==> src/inc/rclv_pkg.sv <==
package rclv_pkg;

    // register bus shape
    localparam int ADDR_W = 8;
    localparam int DATA_W = 32;
    localparam int REG_W  = 8;

    // printed offsets are register indices, byte address is four times that
    localparam logic [ADDR_W-1:0] CONTROL_IDX = 8'h00;
    localparam logic [ADDR_W-1:0] CAUSE_IDX   = 8'h01;
    localparam logic [ADDR_W-1:0] CONTROL_ADDR = 8'h00;
    localparam logic [ADDR_W-1:0] CAUSE_ADDR   = 8'h04;

    // reset_control_reg fields
    localparam int LV_FLAG_BIT      = 4;
    localparam int LV_IRQ_EN_BIT    = 3;
    localparam int LV_RESET_EN_BIT  = 2;
    localparam int LV_DETECT_EN_BIT = 0;

    localparam logic LV_IRQ_EN_RST    = 1'b0;
    localparam logic LV_RESET_EN_RST  = 1'b1;
    localparam logic LV_DETECT_EN_RST = 1'b1;

    // reset_cause_reg fields
    localparam int NUM_CAUSES          = 7;
    localparam int LV_RESET_CAUSE_BIT  = 6;
    localparam int PROGRAM_CAUSE_BIT   = 5;
    localparam int WATCHDOG_CAUSE_BIT  = 4;
    localparam int POWER_UP_CAUSE_BIT  = 3;
    localparam int OUTSIDE_PIN_BIT     = 2;
    localparam int REF_FAILURE_BIT     = 1;
    localparam int PLL_UNLOCK_BIT      = 0;

    // power-on leaves power-up and low-voltage set, all others clear
    localparam logic [NUM_CAUSES-1:0] POWER_UP_PATTERN = 7'h48;

    localparam logic [DATA_W-1:0] READ_ZERO = 32'h0000_0000;

endpackage

==> src/rclv_cause_latch.sv <==
`timescale 1ns/1ps
module rclv_cause_latch
    import rclv_pkg::*;
(
    input  wire logic                            clock,
    input  wire logic                            rst,
    input  wire logic                            por_req,
    input  wire logic [rclv_pkg::NUM_CAUSES-1:0] pending,
    output logic      [rclv_pkg::NUM_CAUSES-1:0] cause_reg
);
    import rclv_pkg::*;

    logic por_hold_reg;
    logic any_pending_d_reg;
    logic entry;
    logic [NUM_CAUSES-1:0] cause_next;

    // no async reset here: the record must survive the very reset it describes
    always_ff @(posedge clock) begin
        if (por_req) begin
            por_hold_reg <= 1'b1;
        end else if (!rst) begin
            por_hold_reg <= 1'b0;
        end
    end

    always_ff @(posedge clock) begin
        any_pending_d_reg <= |pending;
    end

    assign entry = (|pending) && !any_pending_d_reg;

    genvar i;
    generate
        for (i = 0; i < NUM_CAUSES; i++) begin : g_cause
            always_comb begin
                if (por_req || por_hold_reg) begin
                    cause_next[i] = POWER_UP_PATTERN[i];
                end else if (entry) begin
                    cause_next[i] = pending[i];
                end else begin
                    cause_next[i] = cause_reg[i];
                end
            end
        end
    endgenerate

    always_ff @(posedge clock) begin
        cause_reg <= cause_next;
    end

endmodule

==> src/rclv_top.sv <==
// Our own choices: the register offsets and the plain strobed port.
`timescale 1ns/1ps
// Overview of operation
// - with detect on, low supply sets sticky flag bit 4; only writing one or power-on clears it.
// - interrupt requested when flag set, detect and irq enabled, reset enable clear.
// - reset does not clear the flag; low supply keeps the part in reset.
// - detect and reset enables come up set, so low supply holds chip in reset.
// - irq enable bit 3 gates the interrupt, ignored while detect is off.
// - reset enable bit 2 gates the low-voltage reset, ignored while detect is off.
// - with both enabled, reset wins over interrupt.
// - bit 0 switches low-voltage detection on or off.
// - on reset entry capture one per pending source, zero for the rest.
// - several cause bits may be set together.
// - each later reset overwrites the whole cause record.
// - cause register readable any time; writes are ignored.
// - cause bit 6 marks a low-voltage reset.
// - cause bit 5 marks a software reset.
// - cause bit 4 marks a watchdog timeout reset.
// - cause bit 3 marks a power-on reset.
// - cause bit 2 marks an external reset pin reset.
// - cause bit 1 marks a loss-of-clock reset.
// - cause bit 0 marks a loss-of-lock reset.
// - power-on sets power-up and low-voltage causes only, ignoring others meanwhile.
module rclv_top
    import rclv_pkg::*;
(
    input  wire logic                        clock,
    input  wire logic                        rst,
    input  wire logic [rclv_pkg::ADDR_W-1:0] addr,
    input  wire logic [rclv_pkg::DATA_W-1:0] wdata,
    input  wire logic                        wr_en,
    input  wire logic                        rd_en,
    output logic      [rclv_pkg::DATA_W-1:0] rdata,
    input  wire logic                        low_supply,
    input  wire logic                        por_req,
    input  wire logic                        reset_in_pin_req,
    input  wire logic                        watchdog_req,
    input  wire logic                        program_req,
    input  wire logic                        ref_failure_req,
    input  wire logic                        pll_unlock_req,
    input  wire logic                        edge_port_irq0,
    output logic                             lv_irq,
    output logic                             shared_irq,
    output logic                             lv_reset_req
);
    import rclv_pkg::*;

    function automatic logic reg_hit(input logic [ADDR_W-1:0] a, input logic [ADDR_W-1:0] target);
        reg_hit = (a == target);
    endfunction

    logic low_voltage_detect_enable_reg;
    logic low_voltage_irq_enable_reg;
    logic low_voltage_reset_enable_reg;
    logic low_voltage_flag_reg;
    logic low_voltage_flag_next;
    logic control_write;
    logic lv_reset_term;
    logic lv_irq_term;
    logic [NUM_CAUSES-1:0] pending;
    logic [NUM_CAUSES-1:0] cause_value;
    logic [REG_W-1:0] control_view;
    logic [REG_W-1:0] cause_view;
    logic [DATA_W-1:0] rdata_next;
    logic lv_irq_reg;
    logic shared_irq_reg;
    logic lv_reset_req_reg;
    logic [DATA_W-1:0] rdata_reg;

    assign control_write = wr_en && reg_hit(addr, CONTROL_ADDR);

    // enables; detect and reset enable come out of reset set
    always_ff @(posedge clock or posedge rst) begin
        if (rst) begin
            low_voltage_detect_enable_reg <= LV_DETECT_EN_RST;
            low_voltage_reset_enable_reg  <= LV_RESET_EN_RST;
            low_voltage_irq_enable_reg    <= LV_IRQ_EN_RST;
        end else if (control_write) begin
            low_voltage_detect_enable_reg <= wdata[LV_DETECT_EN_BIT];
            low_voltage_reset_enable_reg  <= wdata[LV_RESET_EN_BIT];
            low_voltage_irq_enable_reg    <= wdata[LV_IRQ_EN_BIT];
        end
    end

    // sticky flag; set wins over a same-cycle clear
    always_comb begin
        low_voltage_flag_next = low_voltage_flag_reg;
        if (control_write && wdata[LV_FLAG_BIT]) begin
            low_voltage_flag_next = 1'b0;
        end
        if (low_voltage_detect_enable_reg && low_supply) begin
            low_voltage_flag_next = 1'b1;
        end
    end

    // deliberately outside rst; only power-up gives it a known start
    always_ff @(posedge clock) begin
        if (por_req) begin
            low_voltage_flag_reg <= 1'b0;
        end else begin
            low_voltage_flag_reg <= low_voltage_flag_next;
        end
    end

    // reset enable only counts while detection is on
    assign lv_reset_term = low_voltage_detect_enable_reg && low_voltage_reset_enable_reg
                           && low_supply;

    // reset enable suppresses the interrupt
    assign lv_irq_term = low_voltage_detect_enable_reg && low_voltage_irq_enable_reg
                         && !low_voltage_reset_enable_reg && low_voltage_flag_reg;

    // no async reset: must keep requesting reset while rst is held
    always_ff @(posedge clock) begin
        lv_reset_req_reg <= lv_reset_term;
    end

    always_ff @(posedge clock or posedge rst) begin
        if (rst) begin
            lv_irq_reg     <= 1'b0;
            shared_irq_reg <= 1'b0;
        end else begin
            lv_irq_reg     <= lv_irq_term;
            shared_irq_reg <= lv_irq_term || edge_port_irq0;
        end
    end

    // pending sources, packed in cause-register order
    always_comb begin
        pending                     = '0;
        pending[LV_RESET_CAUSE_BIT] = lv_reset_term;
        pending[PROGRAM_CAUSE_BIT]  = program_req;
        pending[WATCHDOG_CAUSE_BIT] = watchdog_req;
        pending[POWER_UP_CAUSE_BIT] = por_req;
        pending[OUTSIDE_PIN_BIT]    = reset_in_pin_req;
        pending[REF_FAILURE_BIT]    = ref_failure_req;
        pending[PLL_UNLOCK_BIT]     = pll_unlock_req;
    end

    rclv_cause_latch u_cause (
        .clock     (clock),
        .rst       (rst),
        .por_req   (por_req),
        .pending   (pending),
        .cause_reg (cause_value)
    );

    always_comb begin
        control_view                   = '0;
        control_view[LV_FLAG_BIT]      = low_voltage_flag_reg;
        control_view[LV_IRQ_EN_BIT]    = low_voltage_irq_enable_reg;
        control_view[LV_RESET_EN_BIT]  = low_voltage_reset_enable_reg;
        control_view[LV_DETECT_EN_BIT] = low_voltage_detect_enable_reg;
        cause_view                     = {1'b0, cause_value};
    end

    // cause register has no write path at all
    always_comb begin
        rdata_next = READ_ZERO;
        if (rd_en) begin
            if (reg_hit(addr, CONTROL_ADDR)) begin
                rdata_next = {{(DATA_W-REG_W){1'b0}}, control_view};
            end else if (reg_hit(addr, CAUSE_ADDR)) begin
                rdata_next = {{(DATA_W-REG_W){1'b0}}, cause_view};
            end
        end
    end

    always_ff @(posedge clock or posedge rst) begin
        if (rst) begin
            rdata_reg <= READ_ZERO;
        end else begin
            rdata_reg <= rdata_next;
        end
    end

    assign rdata        = rdata_reg;
    assign lv_irq       = lv_irq_reg;
    assign shared_irq   = shared_irq_reg;
    assign lv_reset_req = lv_reset_req_reg;

endmodule

==> config.mk <==
export PLATFORM = sky130hd
export DESIGN_NAME = rclv_top
export DESIGN_NICKNAME = d
export VERILOG_FILES = /design/src/inc/rclv_pkg.sv /design/src/rclv_cause_latch.sv /design/src/rclv_top.sv
export SDC_FILE = /design/constraint.sdc
export NUM_CORES = 1
export LEC_CHECK = 0
export ABC_AREA = 1
export BUFFER_PORTS_ARGS = -buffer_cell sky130_fd_sc_hd__clkbuf_2
export CORE_MARGIN = 4
export CORE_UTILIZATION = 40
export DETAILED_ROUTE_END_ITERATION = 8
export GPL_TIMING_DRIVEN = 1
export PLACE_DENSITY_LB_ADDON = 0.05
export SLEW_MARGIN = 10
export SYNTH_ARGS = -nofsm -noshare
export SYNTH_HDL_FRONTEND = slang
export SYNTH_HIERARCHICAL = 1
export SYNTH_SLANG_ARGS = --single-unit
==> constraint.sdc <==
create_clock -name clock -period 3.3 [get_ports clock]
set_clock_uncertainty 0.1 [all_clocks]
set_input_delay 0.33 -clock clock [delete_from_list [all_inputs] [get_ports clock]]
set_output_delay 0.33 -clock clock [all_outputs]
set_load 0.005 [all_outputs]
* After elaboration in Yosys (flattened, before gate mapping)
Cells that the tools add are included.
Cells by class: eq/ne operators 1, mux-type cells 5, reductions and logical operators 16
Operator list (count):
- 2-to-1 mux 7 bit | 3
- logical AND 1 bit | 9
- equality test 8 x 3 -> 1 bit (second input constant) | 1
- zero test 8 bit | 1
- OR reduction 7 bit | 1
- zero test 1 bit | 2
- logical OR 1 bit | 2
- 2-to-1 mux 1 bit | 2
- nonzero test 2 bit | 1
Storage, ports and cells: register bits 48, logic and storage cells 33

* Depth between registers and ports, before layout
word-level depth 5, mapped depth 9, mapped depth without buffers 8

* By module
The synthesis kept the hierarchy.
By module, submodules not included:
- rclv_top | area an instance 818.3 sq um, times used 1, cells an instance 85
- rclv_cause_latch | area an instance 370.4 sq um, times used 1, cells an instance 52

* Worst setup path before layout
OpenSTA, ideal clock, no wires.
path type register to register, start point reg low_voltage_detect_enable_reg, end point reg u_cause/cause_reg[3] (netlist name), setup time 131 ps, arrival 1139 ps, stages on the path, launching flop included 9, slack 1931 ps, path through dfstp_2 -> nand2_1 -> nor2_1 -> inv_1 -> nand2_1 -> o21ai_2 -> buf_6 -> nand2_1 -> nand3_1
Between the ends: cells in the longest elaborated chain, start to end 4
Ends and longest elaborated chain:
- start: declaration | RTL line rclv_top.sv:52 | logic low_voltage_detect_enable_reg;
- start signal: assignment | RTL line rclv_top.sv:79 | low_voltage_detect_enable_reg <= wdata[LV_DETECT_EN_BIT];
- logical AND 1 bit | RTL line rclv_top.sv:106 | assign lv_reset_term = low_voltage_detect_enable_reg && low_voltage_reset_enable_reg
- logical AND 1 bit | RTL line rclv_top.sv:107 | && low_supply;
- net lv_reset_term | RTL line rclv_top.sv:58 | logic lv_reset_term;
- OR reduction 7 bit | RTL line rclv_cause_latch.sv:31 | assign entry = (|pending) && !any_pending_d_reg;
- logical AND 1 bit | RTL line rclv_cause_latch.sv:31
- end signal: assignment | RTL line rclv_cause_latch.sv:49 | cause_reg <= cause_next;
- end: declaration | RTL line rclv_cause_latch.sv:9 | output logic [rclv_pkg::NUM_CAUSES-1:0] cause_reg
The timed path passes the listed nets, and every way through them passes these cells. A chain may end at the register's enable or synchronous reset.

* Final worst setup path
start point reg low_voltage_detect_enable_reg, end point reg u_cause/cause_reg[4] (netlist name)
The elaborated chain is that of the path after synthesis.

==> impl_metrics.ini <==
[status]
outcome = completed

[timing]
final_max_slew_viol_count = 0
period_share = 0.479
setup-tns-final_ps = 0
fmax_mhz = 632
finalHoldWorstSlack_ps = 100
layout_setup_ws_ps = 1720
min_period_ps = 1580
setup_viol = 0
final_hold_viol_count = 0
rsz0062_at_grt = false

[hold_path]
hold_depth = 2
min_from = edge_port_irq0
hold_path_class = input pin to flip-flop

[finish]
final_area_sq_um = 1320
fin_nets = 226
final_core_util = 0.471
drive_gt1_frac = 0.329
synthToLayoutAreaGrowth_pct = 11.2
layout_commonest_cell = clkbuf_2
mostFrequentLayoutCells = clkbuf_2, conb_1, nand2_1, nor2_1, inv_1
num_antenna_cells = 0
final_cells = 204
fillCellCount = 314

[critical_path]
cp_max_fo = 11
cp.buffers_inverters = 1
slowest_stage = dfstp_2
max_stage_delay_ps = 570
cp_cell_sequence = nand2_1 -> nor2_1 -> inv_1 -> nand2_1 -> o21ai_2 -> nand2_1 -> nand2_1 -> nor2_1
crit_path_frequent_cell = nand2_1
path_depth = 8
rr_startpoint = low_voltage_detect_enable_reg
path_delay_family = simple AND/OR/NAND/NOR gates
worstSetupStartpointType = flip-flop
critPathRequiredTime_ps = 3460
crit_start = low_voltage_detect_enable_reg
cp-end-kind = flip-flop
crit_type = flip-flop to flip-flop
arrival_ps = 1740
rr_worst_depth = 8

[die]
row_count = 19
die_h_microns = 62.5
start_util = 0.424
ios = 87
die_w_microns = 62.5
dieArea_sq_um = 3910
core_region_area_sq_um = 2810

[power_and_ir_drop]
power.share.clock = 0.276
combPwrFrac = 0.107
ir_worst_vdd_mv = 0.116
p_seq_frac = 0.617
power_uw = 469
powerDensity_nw_per_um2 = 355
sw_frac_of_total = 0.254
leakagePower_nw = 0.753
internal_power_uw = 350
switching_power_uw = 119

[placement]
gp_congestion = 0.777
pre_cts_ws_ps = 1720
numPortBuffers = 33
dp_hpwl_microns = 1800
place.detailed.instances = 199
place_area_sq_um = 1280

[flow_run]
drv_cap = 0

[logic_synthesis]
seq_area_frac_synth = 0.440
syn_area_per_cell_sq_um = 8.68
ys_ff_latch = 23
syn_inst = 137
ys_dominant_reg_cell = dfxtp_1
synth_edf_count = 0
synth_cell_types = 24
syn_area_sq_um = 1190
async_flop_share = 0.522
synth_warnings = 6

[route]
avgRoutedWirePerCell_microns = 10.5
vias = 892
postRouteAntennaNets = 0
initialDrtViolationCount = 5
viasPerCell = 4.37
drtPass1Iterations = 4
drc = 0
wl_microns = 2130

[grt]
grt_pass1_wl_microns = 3600
grtUsageTotal = 0.113
met1_usage = 0.132
grt_pass1_vias = 870
met3_usage = 0.0144
grt_remaining_overflow = 0
antenna_found_initial = 0
use_met2 = 0.197
grt_most_used_layer = met2
grt_max_degree = 14

[clock_tree]
cts.sinks = 23
clock-root-buffer = clkbuf_4
h-tree-depth = 1
clk_path_buf_depth = 2
cts_buffers = 3
clkSlewWorstSetupHoldPaths_ps = 130
cts_tree = built
clkLatencyLatePin_ps = 310
[per-layer routing]
metal,part of all wire,up-vias
met1,0.41,414
met3,0.062,2
met2,0.52,32
met4,0.015,0
met5,0,-
li1,-,444
[power groups by stage]
| stage | Clock (mW) | Combinational, mW | Sequential [mW] |
|---|---|---|---|
| 2_1_floorplan | 0 | 0.0474 | 0.294 |
| 3_3_place_gp | 0 | 0.0485 | 0.295 |
| 3_5_place_dp | 0 | 0.0494 | 0.295 |
| 4_1_cts | 0.138 | 0.0506 | 0.289 |
| 5_1_grt | 0.147 | 0.0577 | 0.290 |
| 6_report | 0.130 | 0.0503 | 0.289 |
[cells by family (layout without fill, tap and decap cells)]
kind of cell    count (synthesis)  in the layout  share of synthesized area
simple gates                   64             64                      0.299
flops                          23             23                      0.440
buf+inv                        38             50                      0.205
compound gates                 11             11                     0.0526
other cells                     1             25                    0.00315
[synthesized netlist by cell type (all sizes together) (2+ instances only)]
cell    n  area, sq um
nand2  28          133
buf    26          199
nor2   24          131
inv    12         45.0
dfxtp  11          220
dfrtp  10          250
a21oi   9         48.8
nand3   5         25.0
nor3b   3         37.5
dfstp   2         52.6
o21ai   2         13.8
[worst register-to-register path, cell delays in order, from the launching register on]
cell	delay [ps]
dfstp_2	570
nand2_1	80
nor2_1	210
inv_1	90
nand2_1	90
o21ai_2	150
nand2_1	100
nand2_1	50
nor2_1	90
[final cells by class]
cell class	instances	area, sq um	share of cell area
multi-input cells	100	512	0.387
flip-flops and latches	23	523	0.396
repair buffers	34	175	0.133
clock buffers	3	22.5	0.0170
well taps	31	38.8	0.0294
inverters	12	45.0	0.0341
clock inverters	1	5.00	0.00379
[worst paths after layout]
kind / slack (ps) / end
min in group asynchronous: 450 / low_voltage_irq_enable_reg
hold / removal: 100 / shared_irq
setup reg to reg: 1720 / u_cause/cause_reg[4]
hold reg to reg: 370 / u_cause/cause_reg[6]
setup / recovery: 1720 / u_cause/cause_reg[4]
max in group asynchronous: 2310 / low_voltage_reset_enable_reg
[repair_timing]
item / CTS / global route
setup buffers: 0 / 0
hold buffers: 1 / 0
hold endpoints to repair: 10 / 0
resized for setup: 0 / 0
No activity file was read; power rests on OpenSTA's default activity.
